===== src/include/lock_istream_pkg.sv =====
// Shared types and constants for the locked-update and I-stream coherency logic
package lock_istream_pkg;

    // ==========================================================
    // Widths
    // ==========================================================
    localparam int ADDR_W      = 64;
    localparam int DATA_W      = 64;
    localparam int BE_W        = 8;
    localparam int ASN_W       = 8;
    localparam int GRAN_SHIFT  = 4;
    localparam int GRAN_W      = ADDR_W - GRAN_SHIFT;
    localparam int LINE_SHIFT  = 5;
    localparam int VLINE_W     = ADDR_W - LINE_SHIFT;
    localparam int ITAG_N      = 4;
    localparam int ITAG_IDX_W  = 2;
    localparam int LW_SEL_BIT  = 2;
    localparam int LW_W        = 32;

    // ==========================================================
    // Byte-enable patterns and reset values
    // ==========================================================
    localparam logic [BE_W-1:0]       BE_QUAD    = 8'hFF;
    localparam logic [BE_W-1:0]       BE_LW_LO   = 8'h0F;
    localparam logic [BE_W-1:0]       BE_LW_HI   = 8'hF0;
    localparam logic [BE_W-1:0]       BE_NONE    = 8'h00;
    localparam logic [ADDR_W-1:0]     ADDR_ZERO  = 64'h0;
    localparam logic [DATA_W-1:0]     DATA_ZERO  = 64'h0;
    localparam logic [GRAN_W-1:0]     GRAN_ZERO  = 60'h0;
    localparam logic [VLINE_W-1:0]    VLINE_ZERO = 59'h0;
    localparam logic [ASN_W-1:0]      ASN_ZERO   = 8'h0;
    localparam logic [ITAG_IDX_W-1:0] IDX_ZERO   = 2'h0;
    localparam logic [ITAG_IDX_W-1:0] IDX_ONE    = 2'h1;

    // ==========================================================
    // Reservation states
    // ==========================================================
    typedef enum logic [0:0]
    {
        RESV_IDLE = 1'b0,
        RESV_HELD = 1'b1
    } resv_state_t;

    // ==========================================================
    // Carriers
    // ==========================================================
    typedef struct packed
    {
        logic              valid;
        logic [ADDR_W-1:0] addr;
        logic [DATA_W-1:0] data;
        logic              quad;
        logic              via_taken_branch;
    } store_req_t;

    typedef struct packed
    {
        logic              valid;
        logic [ADDR_W-1:0] addr;
    } addr_req_t;

    typedef struct packed
    {
        logic              valid;
        logic [ADDR_W-1:0] addr;
        logic [DATA_W-1:0] data;
        logic [BE_W-1:0]   be;
    } mem_wr_t;

    typedef struct packed
    {
        logic              valid;
        logic [ADDR_W-1:0] va;
        logic [ASN_W-1:0]  address_space_number;
    } ifetch_req_t;

    typedef struct packed
    {
        logic               valid;
        logic [VLINE_W-1:0] vline;
        logic [ASN_W-1:0]   address_space_number;
    } itag_entry_t;

endpackage


===== src/rtl/istream_tag_store.sv =====
// Virtual instruction-line tag store, coherent only through barrier and unmap
`timescale 1ns/1ns
module istream_tag_store
    import lock_istream_pkg::*;
(
    // Clock and reset
    input  wire logic        i_mclk,
    input  wire logic        i_reset,
    input  wire logic        i_ce,
    // Fill and lookup
    input  wire ifetch_req_t i_fill,
    input  wire ifetch_req_t i_lookup,
    // Maintenance
    input  wire logic        i_istream_barrier,
    input  wire addr_req_t   i_unmap,
    // Result
    output logic             o_hit
);

    function automatic logic [VLINE_W-1:0] vline_of(input logic [ADDR_W-1:0] va);
        vline_of = va[ADDR_W-1:LINE_SHIFT];
    endfunction

    typedef struct packed
    {
        itag_entry_t [ITAG_N-1:0] ent;
        logic [ITAG_IDX_W-1:0]    fill_ptr;
        logic                     hit;
    } itag_state_t;

    itag_state_t            state_reg;
    itag_state_t            state_next;
    logic [ITAG_N-1:0]      look_match;
    logic [ITAG_N-1:0]      unmap_match;

    // ==========================================================
    // Per-entry compare
    // ==========================================================
    genvar g;
    generate
        for (g = 0; g < ITAG_N; g++)
        begin : g_cmp
            assign look_match[g]  = state_reg.ent[g].valid
                                 && state_reg.ent[g].vline == vline_of(i_lookup.va)
                                 && state_reg.ent[g].address_space_number == i_lookup.address_space_number;
            assign unmap_match[g] = state_reg.ent[g].valid
                                 && state_reg.ent[g].vline == vline_of(i_unmap.addr);
        end
    endgenerate

    // ==========================================================
    // Next state
    // ==========================================================
    always_comb
    begin
        state_next     = state_reg;
        state_next.hit = i_lookup.valid && (|look_match) && !i_istream_barrier;
        // Data stores never reach here: lines may go stale until a barrier
        if (i_fill.valid)
        begin
            state_next.ent[state_reg.fill_ptr].valid = 1'b1;
            state_next.ent[state_reg.fill_ptr].vline = vline_of(i_fill.va);
            state_next.ent[state_reg.fill_ptr].address_space_number   = i_fill.address_space_number;
            state_next.fill_ptr                      = state_reg.fill_ptr + IDX_ONE;
        end
        // Unmapping drops the line so a remap to a copied frame refetches
        if (i_unmap.valid)
        begin
            for (int k = 0; k < ITAG_N; k++)
            begin
                if (unmap_match[k])
                begin
                    state_next.ent[k].valid = 1'b0;
                end
            end
        end
        if (i_istream_barrier)
        begin
            for (int k = 0; k < ITAG_N; k++)
            begin
                state_next.ent[k].valid = 1'b0;
            end
        end
    end

    always_ff @(posedge i_mclk)
    begin
        if (i_reset)
        begin
            for (int k = 0; k < ITAG_N; k++)
            begin
                state_reg.ent[k] <= '{valid: 1'b0, vline: VLINE_ZERO, address_space_number: ASN_ZERO};
            end
            state_reg.fill_ptr <= IDX_ZERO;
            state_reg.hit      <= 1'b0;
        end
        else if (i_ce)
        begin
            state_reg <= state_next;
        end
    end

    assign o_hit = state_reg.hit;

endmodule // istream_tag_store


===== src/rtl/locked_update_unit.sv =====
// Reservation, conditional store, atomic plain store and I-stream tag tracking
//
// Summary of operation
// Undisturbed conditional store writes memory and returns result one.
// Exception, interrupt or foreign write makes conditional store skip memory, return zero.
// Interference is judged over the whole locked granule, not exact address.
// Any foreign write into the granule kills the reservation, regardless of value.
// Plain aligned longword or quadword store changes the datum in one write.
// Software keeps only register operate instructions inside the locked sequence.
// Conditional store reached through a taken branch is refused, returns zero.
// Instruction lines ignore data stores; stale lines live until the barrier.
// Software issues the I-stream barrier before running freshly written code.
// Unmap, copy, remap drops matching lines so fetch stays correct.
// Instruction line hit needs matching virtual line and address space number.
// Every longword or quadword write leaves in one beat, never partially.
// Any completed conditional store clears the reservation.
`timescale 1ns/1ns
module locked_update_unit
    import lock_istream_pkg::*;
(
    // Clock, reset, enable
    input  wire logic              i_mclk,
    input  wire logic              i_reset,
    input  wire logic              i_ce,
    // Own core requests
    input  wire addr_req_t         i_load_locked_any_width,
    input  wire store_req_t        i_store_conditional_any_width,
    input  wire store_req_t        i_store_longword_plain,
    input  wire logic              i_exception_or_interrupt,
    // Writes by other processors and I/O agents
    input  wire addr_req_t         i_foreign_write,
    // Instruction stream
    input  wire ifetch_req_t       i_ifetch_fill,
    input  wire ifetch_req_t       i_ifetch_lookup,
    input  wire logic              i_istream_barrier,
    input  wire addr_req_t         i_unmap,
    // Memory write port
    output mem_wr_t                o_mem_wr,
    // Conditional store result
    output logic                   o_sc_done,
    output logic                   o_sc_success,
    // Status
    output logic                   o_resv_valid,
    output logic                   o_ifetch_hit
);

    // ==========================================================
    // Helpers
    // ==========================================================
    function automatic logic [GRAN_W-1:0] granule_of(input logic [ADDR_W-1:0] a);
        granule_of = a[ADDR_W-1:GRAN_SHIFT];
    endfunction

    function automatic mem_wr_t build_write(input store_req_t r);
        build_write.valid = 1'b1;
        build_write.addr  = r.addr;
        if (r.quad)
        begin
            build_write.data = r.data;
            build_write.be   = BE_QUAD;
        end
        else
        begin
            // Longword replicated on both halves; lanes pick the live one
            build_write.data = {r.data[LW_W-1:0], r.data[LW_W-1:0]};
            build_write.be   = r.addr[LW_SEL_BIT] ? BE_LW_HI : BE_LW_LO;
        end
    endfunction

    typedef struct packed
    {
        resv_state_t       resv;
        logic [GRAN_W-1:0] granule;
        mem_wr_t           wr;
        logic              sc_done;
        logic              sc_success;
    } lock_state_t;

    lock_state_t state_reg;
    lock_state_t state_next;
    logic        interfere;
    logic        sc_ok;

    // ==========================================================
    // Interference and success decision
    // ==========================================================
    // No data compare: a same-value write still counts as interference
    assign interfere = i_exception_or_interrupt
                    || (i_foreign_write.valid
                        && granule_of(i_foreign_write.addr) == state_reg.granule);

    assign sc_ok = state_reg.resv == RESV_HELD
                && !interfere
                && granule_of(i_store_conditional_any_width.addr) == state_reg.granule
                && !i_store_conditional_any_width.via_taken_branch;

    // ==========================================================
    // Next state
    // ==========================================================
    always_comb
    begin
        state_next            = state_reg;
        state_next.wr         = '{valid: 1'b0, addr: ADDR_ZERO, data: DATA_ZERO, be: BE_NONE};
        state_next.sc_done    = 1'b0;
        state_next.sc_success = 1'b0;

        unique case (state_reg.resv)
            RESV_IDLE:
            begin
                state_next.resv = RESV_IDLE;
            end
            RESV_HELD:
            begin
                if (interfere)
                begin
                    state_next.resv = RESV_IDLE;
                end
            end
        endcase

        if (i_store_conditional_any_width.valid)
        begin
            state_next.sc_done    = 1'b1;
            state_next.sc_success = sc_ok;
            state_next.resv       = RESV_IDLE;
            if (sc_ok)
            begin
                state_next.wr = build_write(i_store_conditional_any_width);
            end
        end
        else if (i_store_longword_plain.valid)
        begin
            // Whole datum in a single beat so no partial value is visible
            state_next.wr = build_write(i_store_longword_plain);
        end

        // A new locked load starts a fresh reservation after any completion
        if (i_load_locked_any_width.valid)
        begin
            state_next.resv    = RESV_HELD;
            state_next.granule = granule_of(i_load_locked_any_width.addr);
        end
    end

    always_ff @(posedge i_mclk)
    begin
        if (i_reset)
        begin
            state_reg.resv       <= RESV_IDLE;
            state_reg.granule    <= GRAN_ZERO;
            state_reg.wr         <= '{valid: 1'b0, addr: ADDR_ZERO, data: DATA_ZERO, be: BE_NONE};
            state_reg.sc_done    <= 1'b0;
            state_reg.sc_success <= 1'b0;
        end
        else if (i_ce)
        begin
            state_reg <= state_next;
        end
    end

    // ==========================================================
    // Instruction line tags
    // ==========================================================
    istream_tag_store u_itags
    (
        .i_mclk            (i_mclk),
        .i_reset           (i_reset),
        .i_ce              (i_ce),
        .i_fill            (i_ifetch_fill),
        .i_lookup          (i_ifetch_lookup),
        .i_istream_barrier (i_istream_barrier),
        .i_unmap           (i_unmap),
        .o_hit             (o_ifetch_hit)
    );

    // ==========================================================
    // Outputs
    // ==========================================================
    assign o_mem_wr     = state_reg.wr;
    assign o_sc_done    = state_reg.sc_done;
    assign o_sc_success = state_reg.sc_success;
    assign o_resv_valid = state_reg.resv == RESV_HELD;

endmodule // locked_update_unit


===== config.mk =====
export PLATFORM = sky130hd
export DESIGN_NAME = locked_update_unit
export DESIGN_NICKNAME = d
export VERILOG_FILES = /design/src/include/lock_istream_pkg.sv /design/src/rtl/istream_tag_store.sv /design/src/rtl/locked_update_unit.sv
export SDC_FILE = /design/constraint.sdc
export NUM_CORES = 2
export LEC_CHECK = 0
export CAP_MARGIN = 20
export CORE_AREA = 2 2 294 296
export DETAILED_ROUTE_END_ITERATION = 8
export DIE_AREA = 0 0 296 298
export DONT_BUFFER_PORTS = 1
export SLEW_MARGIN = 20
export SYNTH_ARGS = -nofsm -noshare
export SYNTH_HDL_FRONTEND = slang
export SYNTH_SLANG_ARGS = --single-unit

===== constraint.sdc =====
create_clock -name i_mclk -period 2.35 [get_ports i_mclk]
set_input_delay 0.1175 -clock i_mclk [delete_from_list [all_inputs] [get_ports i_mclk]]
set_output_delay 0.1175 -clock i_mclk [all_outputs]
set_load 0.005 [all_outputs]

# After elaboration in Yosys (flattened, before gate mapping)

Cells that the tools add are included.

Logic and storage cells: 100
Flip-flop bits (word level): 475

Magnitude comparators: 2
Add/sub/neg operators: 1
Bitwise gates (word level): 1
Reduce and logical (&&, ||, !) cells: 26
Muxes and demuxes: 34
Equality and inequality tests: 14

Operator list:

| kind                                                               | count |
|---|---|
| bitwise mux 272 bit                                                | 3 |
| == test 59 bit                                                     | 8 |
| 2-to-1 mux 137 bit                                                 | 3 |
| demux 68 bit (select 2 bit)                                        | 3 |
| 2-to-1 mux 274 bit                                                 | 1 |
| 2-to-1 mux 72 bit                                                  | 2 |
| == test 60 bit                                                     | 2 |
| 2-to-1 mux 68 bit                                                  | 1 |
| 2-to-1 mux 67 bit                                                  | 1 |
| 2-to-1 mux 61 bit                                                  | 1 |
| == test 8 bit                                                      | 4 |
| 2-to-1 mux 8 bit                                                   | 3 |
| logical AND 1 bit                                                  | 19 |
| 2-to-1 mux 1 bit                                                   | 14 |
| AND reduction 2 bit                                                | 2 |
| OR reduction 4 bit                                                 | 1 |
| zero test 1 bit                                                    | 3 |
| < comparator 2 x 3 -> 1 bit (second input constant)                | 1 |
| adder 2 x 1 -> 2 bit (second input constant)                       | 1 |
| greater-or-equal comparator 2 x 1 -> 1 bit (second input constant) | 1 |
| 2-to-1 mux 2 bit                                                   | 1 |
| one-hot mux 1 bit (2 select lines)                                 | 1 |
| logical OR 1 bit                                                   | 1 |
| inverter 1 bit                                                     | 1 |

# Logic depth before layout (Yosys ltp)

Depth in word-level cells: 11
Mapped depth: 9
Gate-level depth less buffers: 7

# By module

A second synthesis with hierarchy kept.

Cell total of the unflattened synthesis: 3480
Area total of the unflattened synthesis: 27727.8 um2

Modules (own cells, without submodules):

| module             | times used | cells each | area each (um2) |
|---|---|---|---|
| istream_tag_store  | 1          | 2050       | 15402.3 |
| locked_update_unit | 1          | 1430       | 12325.6 |

# Worst setup path before layout

Ideal clock, no wire load.

Kind: reg-to-reg
Start point: register state_reg[172] (netlist bit)
End point: register state_reg (netlist bit o_mem_wr[42])
Data required time: 2.222 ns
Stages on the path, launching flop included: 10
Slack: 0.122 ns
Clock period less this slack: 2.228 ns
Data arrival time: 2.100 ns
Buffers on the path: 2
Cell sequence: dfxtp_1 -> xnor2_1 -> nand2_1 -> or4_1 -> nor4_2 -> a2111oi_4 -> buf_2 -> buf_2 -> a21oi_1 -> nor2_1

Longest elaborated chain between the ends: 9
Elaborated cells between the ends (all ways): 10
Those cells by class: eq/ne: 2; mux: 2; reduce/logical: 6

RTL lines:

| item                   | line                      | RTL |
|---|---|---|
| from (decl)            | locked_update_unit.sv:79  | `lock_state_t state_reg;` |
| from (signal assigned) | locked_update_unit.sv:157 | `state_reg <= state_next;` |
| == test 60 bit         | locked_update_unit.sv:90  | `&& granule_of(i_foreign_write.addr) == state_reg.granule);` |
| logical AND 1 bit      | locked_update_unit.sv:90  |  |
| logical OR 1 bit       | locked_update_unit.sv:89  | `\|\| (i_foreign_write.valid` |
| zero test 1 bit        | locked_update_unit.sv:93  | `&& !interfere` |
| logical AND 1 bit      | locked_update_unit.sv:93  |  |
| logical AND 1 bit *    | locked_update_unit.sv:94  | `&& granule_of(i_store_conditional_any_width.addr) == state_reg.granule` |
| logical AND 1 bit *    | locked_update_unit.sv:95  | `&& !i_store_conditional_any_width.via_taken_branch;` |
| 2-to-1 mux 137 bit *   | locked_update_unit.sv:126 | `if (sc_ok)` |
| 2-to-1 mux 137 bit *   | locked_update_unit.sv:121 | `if (i_store_conditional_any_width.valid)` |

Mark *: on every way between the ends. The rest lies on a longest branch, timed or not.
A chain may end at the register's enable or synchronous reset.

# Worst setup path after layout

Start point: register state_reg[188] (netlist bit)
End point: register state_reg (netlist bit o_mem_wr[128])

Same word-level chain as after synthesis.

==> metrics.txt <==
Iteration-0 DRC Markers just under 4000; switch share ~28%; worst hold stages 1; Post-synth EDFFs 0; synth unique cells between 50 and 60; internal reg-to-reg setup slack -0.25 ns; Internal 15.6 mW; grt ovf 0; area share of the largest cell type after synthesis 36.4%; drt pass-1 iters 9; Routed Antenna Nets 0; Worst Max-Slew Pin Slew between 1.5 and 2 ns; Clock Skew approximately 0.025 ns; final worst slack -0.253 ns; crit path time final 2.60 ns; largest net degree at the start of global routing 470; WHS Endpoint o_mem_wr[117]; first-pass GRT wire length about 240 mm; Skew-Pair Late Insertion Delay 0.65 ns; ranking of synthesized cells by area dfxtp_1 36%, nand2_1 11%, xnor2_1 10%; FF-to-FF path depth 12; Place WS -0.599 ns; # nets final approximately 4500; combinational power share approximately 14%; failing checks negative hold slack, max-slew violations, negative setup slack; wire length per cell 36.0 um; CTS buffer count 58; cell taking the most area after synthesis dfxtp_1; Final setup viols about 120; CP arrival 3.06 ns; PD cells roughly 590 nW/um^2; area post-placement between 20000 and 30000 sq um; Longest Clk Path Bufs 3; CORE AREA 84900 sq um; half-perimeter wire length after placement about 140 mm; Flop pwr share about 40%; Hold Worst Slack -0.464 ns; top-count cell post-synth nand2_1; area added between synthesis and finish 41.6%; TritonCTS clock tree built; CP Data Required Time roughly 2.8 ns; fin crit share 111%; Max-cap violations 0; Psw about 6.0 mW; RSZ-0062 raised after global routing true; CTS root buf clkbuf_16; leakage power between 10 and 15 nW; Cells after Synth ~3300; Seq/Total Area, Yosys between 30% and 40%; fmax a little under 400 MHz; die width 296 um; Hold Path Origin i_reset; crit path launch type flip-flop; residual DRC count 0; CTS Sinks roughly 470; vias per inst 5.71; Fill cells roughly 8500; ys async rst share 0%; routed vias ~29000; worst reg2reg endpoint o_mem_wr[128]; Fin. Hold Viols between 90 and 100; critical path peak fanout 8; Post-Syn Area 25800 sq um; share of layout cells above drive strength 1 ~15%; CP endpoint kind flip-flop; peak supply drop around 0.57 mV; status finished with violations; clk slew on worst S/H paths approximately 0.060 ns; yosys warns 0; Total Wirelength roughly 180 mm; Top FF cell, synth dfxtp_1; initial antenna violation count 50; Yosys reg bits ~470; Starting Density 30.4%; Avg Cell Area, Syn around 7.8 sq um; Chip Height 298 um; Rows between 100 and 150; GPL Wtd Cong 1.08; hold crit path type primary input to flip-flop; # port buffers 0; Post-Route Utilization between 40% and 50%; Die ar. ~90000 sq um; commonest cells in the netlist 766 x nand2_1, 469 x dfxtp_1, 464 x a21oi_1; Setup CP Type flip-flop to flip-flop; post-layout instance area around 36000 sq um; Synth Net Count just under 4000; Final Max Slew Viols 146; vias in the first global route 28700; Reg2Reg Launch Point state_reg[188]; htree depth 2; Rel. slew slack -4.30%; gr usage total about two fifths; clock share of power 46.6%; io pins between 700 and 800
-- repair_timing --
action,4_1_cts,5_1_grt
pin swaps,30,28
gates cloned,0,1
setup buffers,4,2
gates resized for setup,67,101
endpoints found under the hold margin,469,138
setup endpoints to repair,135,146
hold buffers,564,6
-- worst max-delay path, stage by stage (launching register included) --
cell	delay [ns]
dfxtp_1	0.33
buf_4	0.16
xor2_1	0.15
nor4_1	0.39
nand4_1	0.18
nor4_2	0.29
buf_4	0.21
a2111oi_4	0.09
buf_12	0.17
buf_12	0.15
buf_4	0.14
nand2_4	0.07
a21oi_1	0.06
-- layout make-up --
type | instances | area (sq um) | area share [%]
clock buffers | 78 | 1680 | 4.60
inverters | 131 | 494 | 1.35
diodes | 40 | 100 | 0.274
well taps | 1144 | 1430 | 3.92
repair buffers | 877 | 8290 | 22.7
multi-input cells | 2352 | 14700 | 40.2
clock inverters | 30 | 412 | 1.13
flip-flops and latches | 469 | 9410 | 25.8
-- stage by stage --
stage | total power, mW | hold slack, ns | instances | setup TNS (ns)
5_1_grt | 22.0 | -0.460 | 5112 | -33.38
4_1_cts | 21.4 | -0.453 | 5072 | -4.29
3_3_place_gp | 10.8 | 0.227 | 4401 | -65.61
6_report | 21.5 | -0.464 | 5121 | -19.69
2_1_floorplan | 9.93 | 0.253 | 3315 | 0
3_5_place_dp | 10.8 | 0.226 | 4401 | -55.22
-- cell usage in the layout (no fill, tap or decap), types with 19 or more instances in the layout --
cell and count:
nand2_1 738, xor2_1 135, mux2_2 32, inv_1 129, nand2b_1 34, diode_2 40, nor2_1 52, mux2i_1 32
xnor2_1 285, dlygate4sd3_1 569, nor4_1 54, buf_4 281, a21oi_1 438, xnor2_2 19, clkbuf_16 60, o22ai_1 57
a22o_1 28, nand4_1 93, a21oi_2 24, a22oi_1 102, dfxtp_1 452, o2bb2ai_1 52
-- per-layer routing --
layer  routed length (um)  GRT usage, %  vias to the layer above
met5                  111             0                        -
li1                     -             -                    12300
met1                65500          45.2                    14300
met4                18000          32.2                       16
met3                21400          13.2                      578
met2                79400          61.3                     2026
-- cell families after synthesis --
kind of cell    after synthesis  share of synthesized area, %
buf+inv                     494                          9.24
simple gates               1060                          17.7
fa+ha+maj                     4                         0.194
mux                          64                          2.64
xor+xnor                    446                          15.2
flops                       469                          36.4
compound gates              778                          18.6
-- power by group through the flow --
stage | clock network [mW] | logic, mW | registers (mW)
CTS | 10.1 | 2.86 | 8.44
global route | 10.4 | 3.12 | 8.46
global placement | 0 | 2.17 | 8.61
finish | 10.0 | 3.03 | 8.46
floorplan | 0 | 1.46 | 8.47
detailed placement | 0 | 2.15 | 8.61
-- worst max path at each step --
stage / startpoint / to / slack [ns] / cells after the start
6_report: state_reg[188] / o_mem_wr[128] / -0.25 / 12
5_1_grt: state_reg[188] / o_mem_wr[71] / -0.37 / 12
4_1_cts: state_reg[180] / o_mem_wr[71] / -0.11 / 12
3_5_place_dp: state_reg[150] / o_mem_wr[74] / -0.60 / 12
3_3_place_gp: state_reg[150] / o_mem_wr[74] / -0.68 / 12
2_1_floorplan: state_reg[172] / o_mem_wr[42] / 0.12 / 9
(Power assumes the default switching activity.)
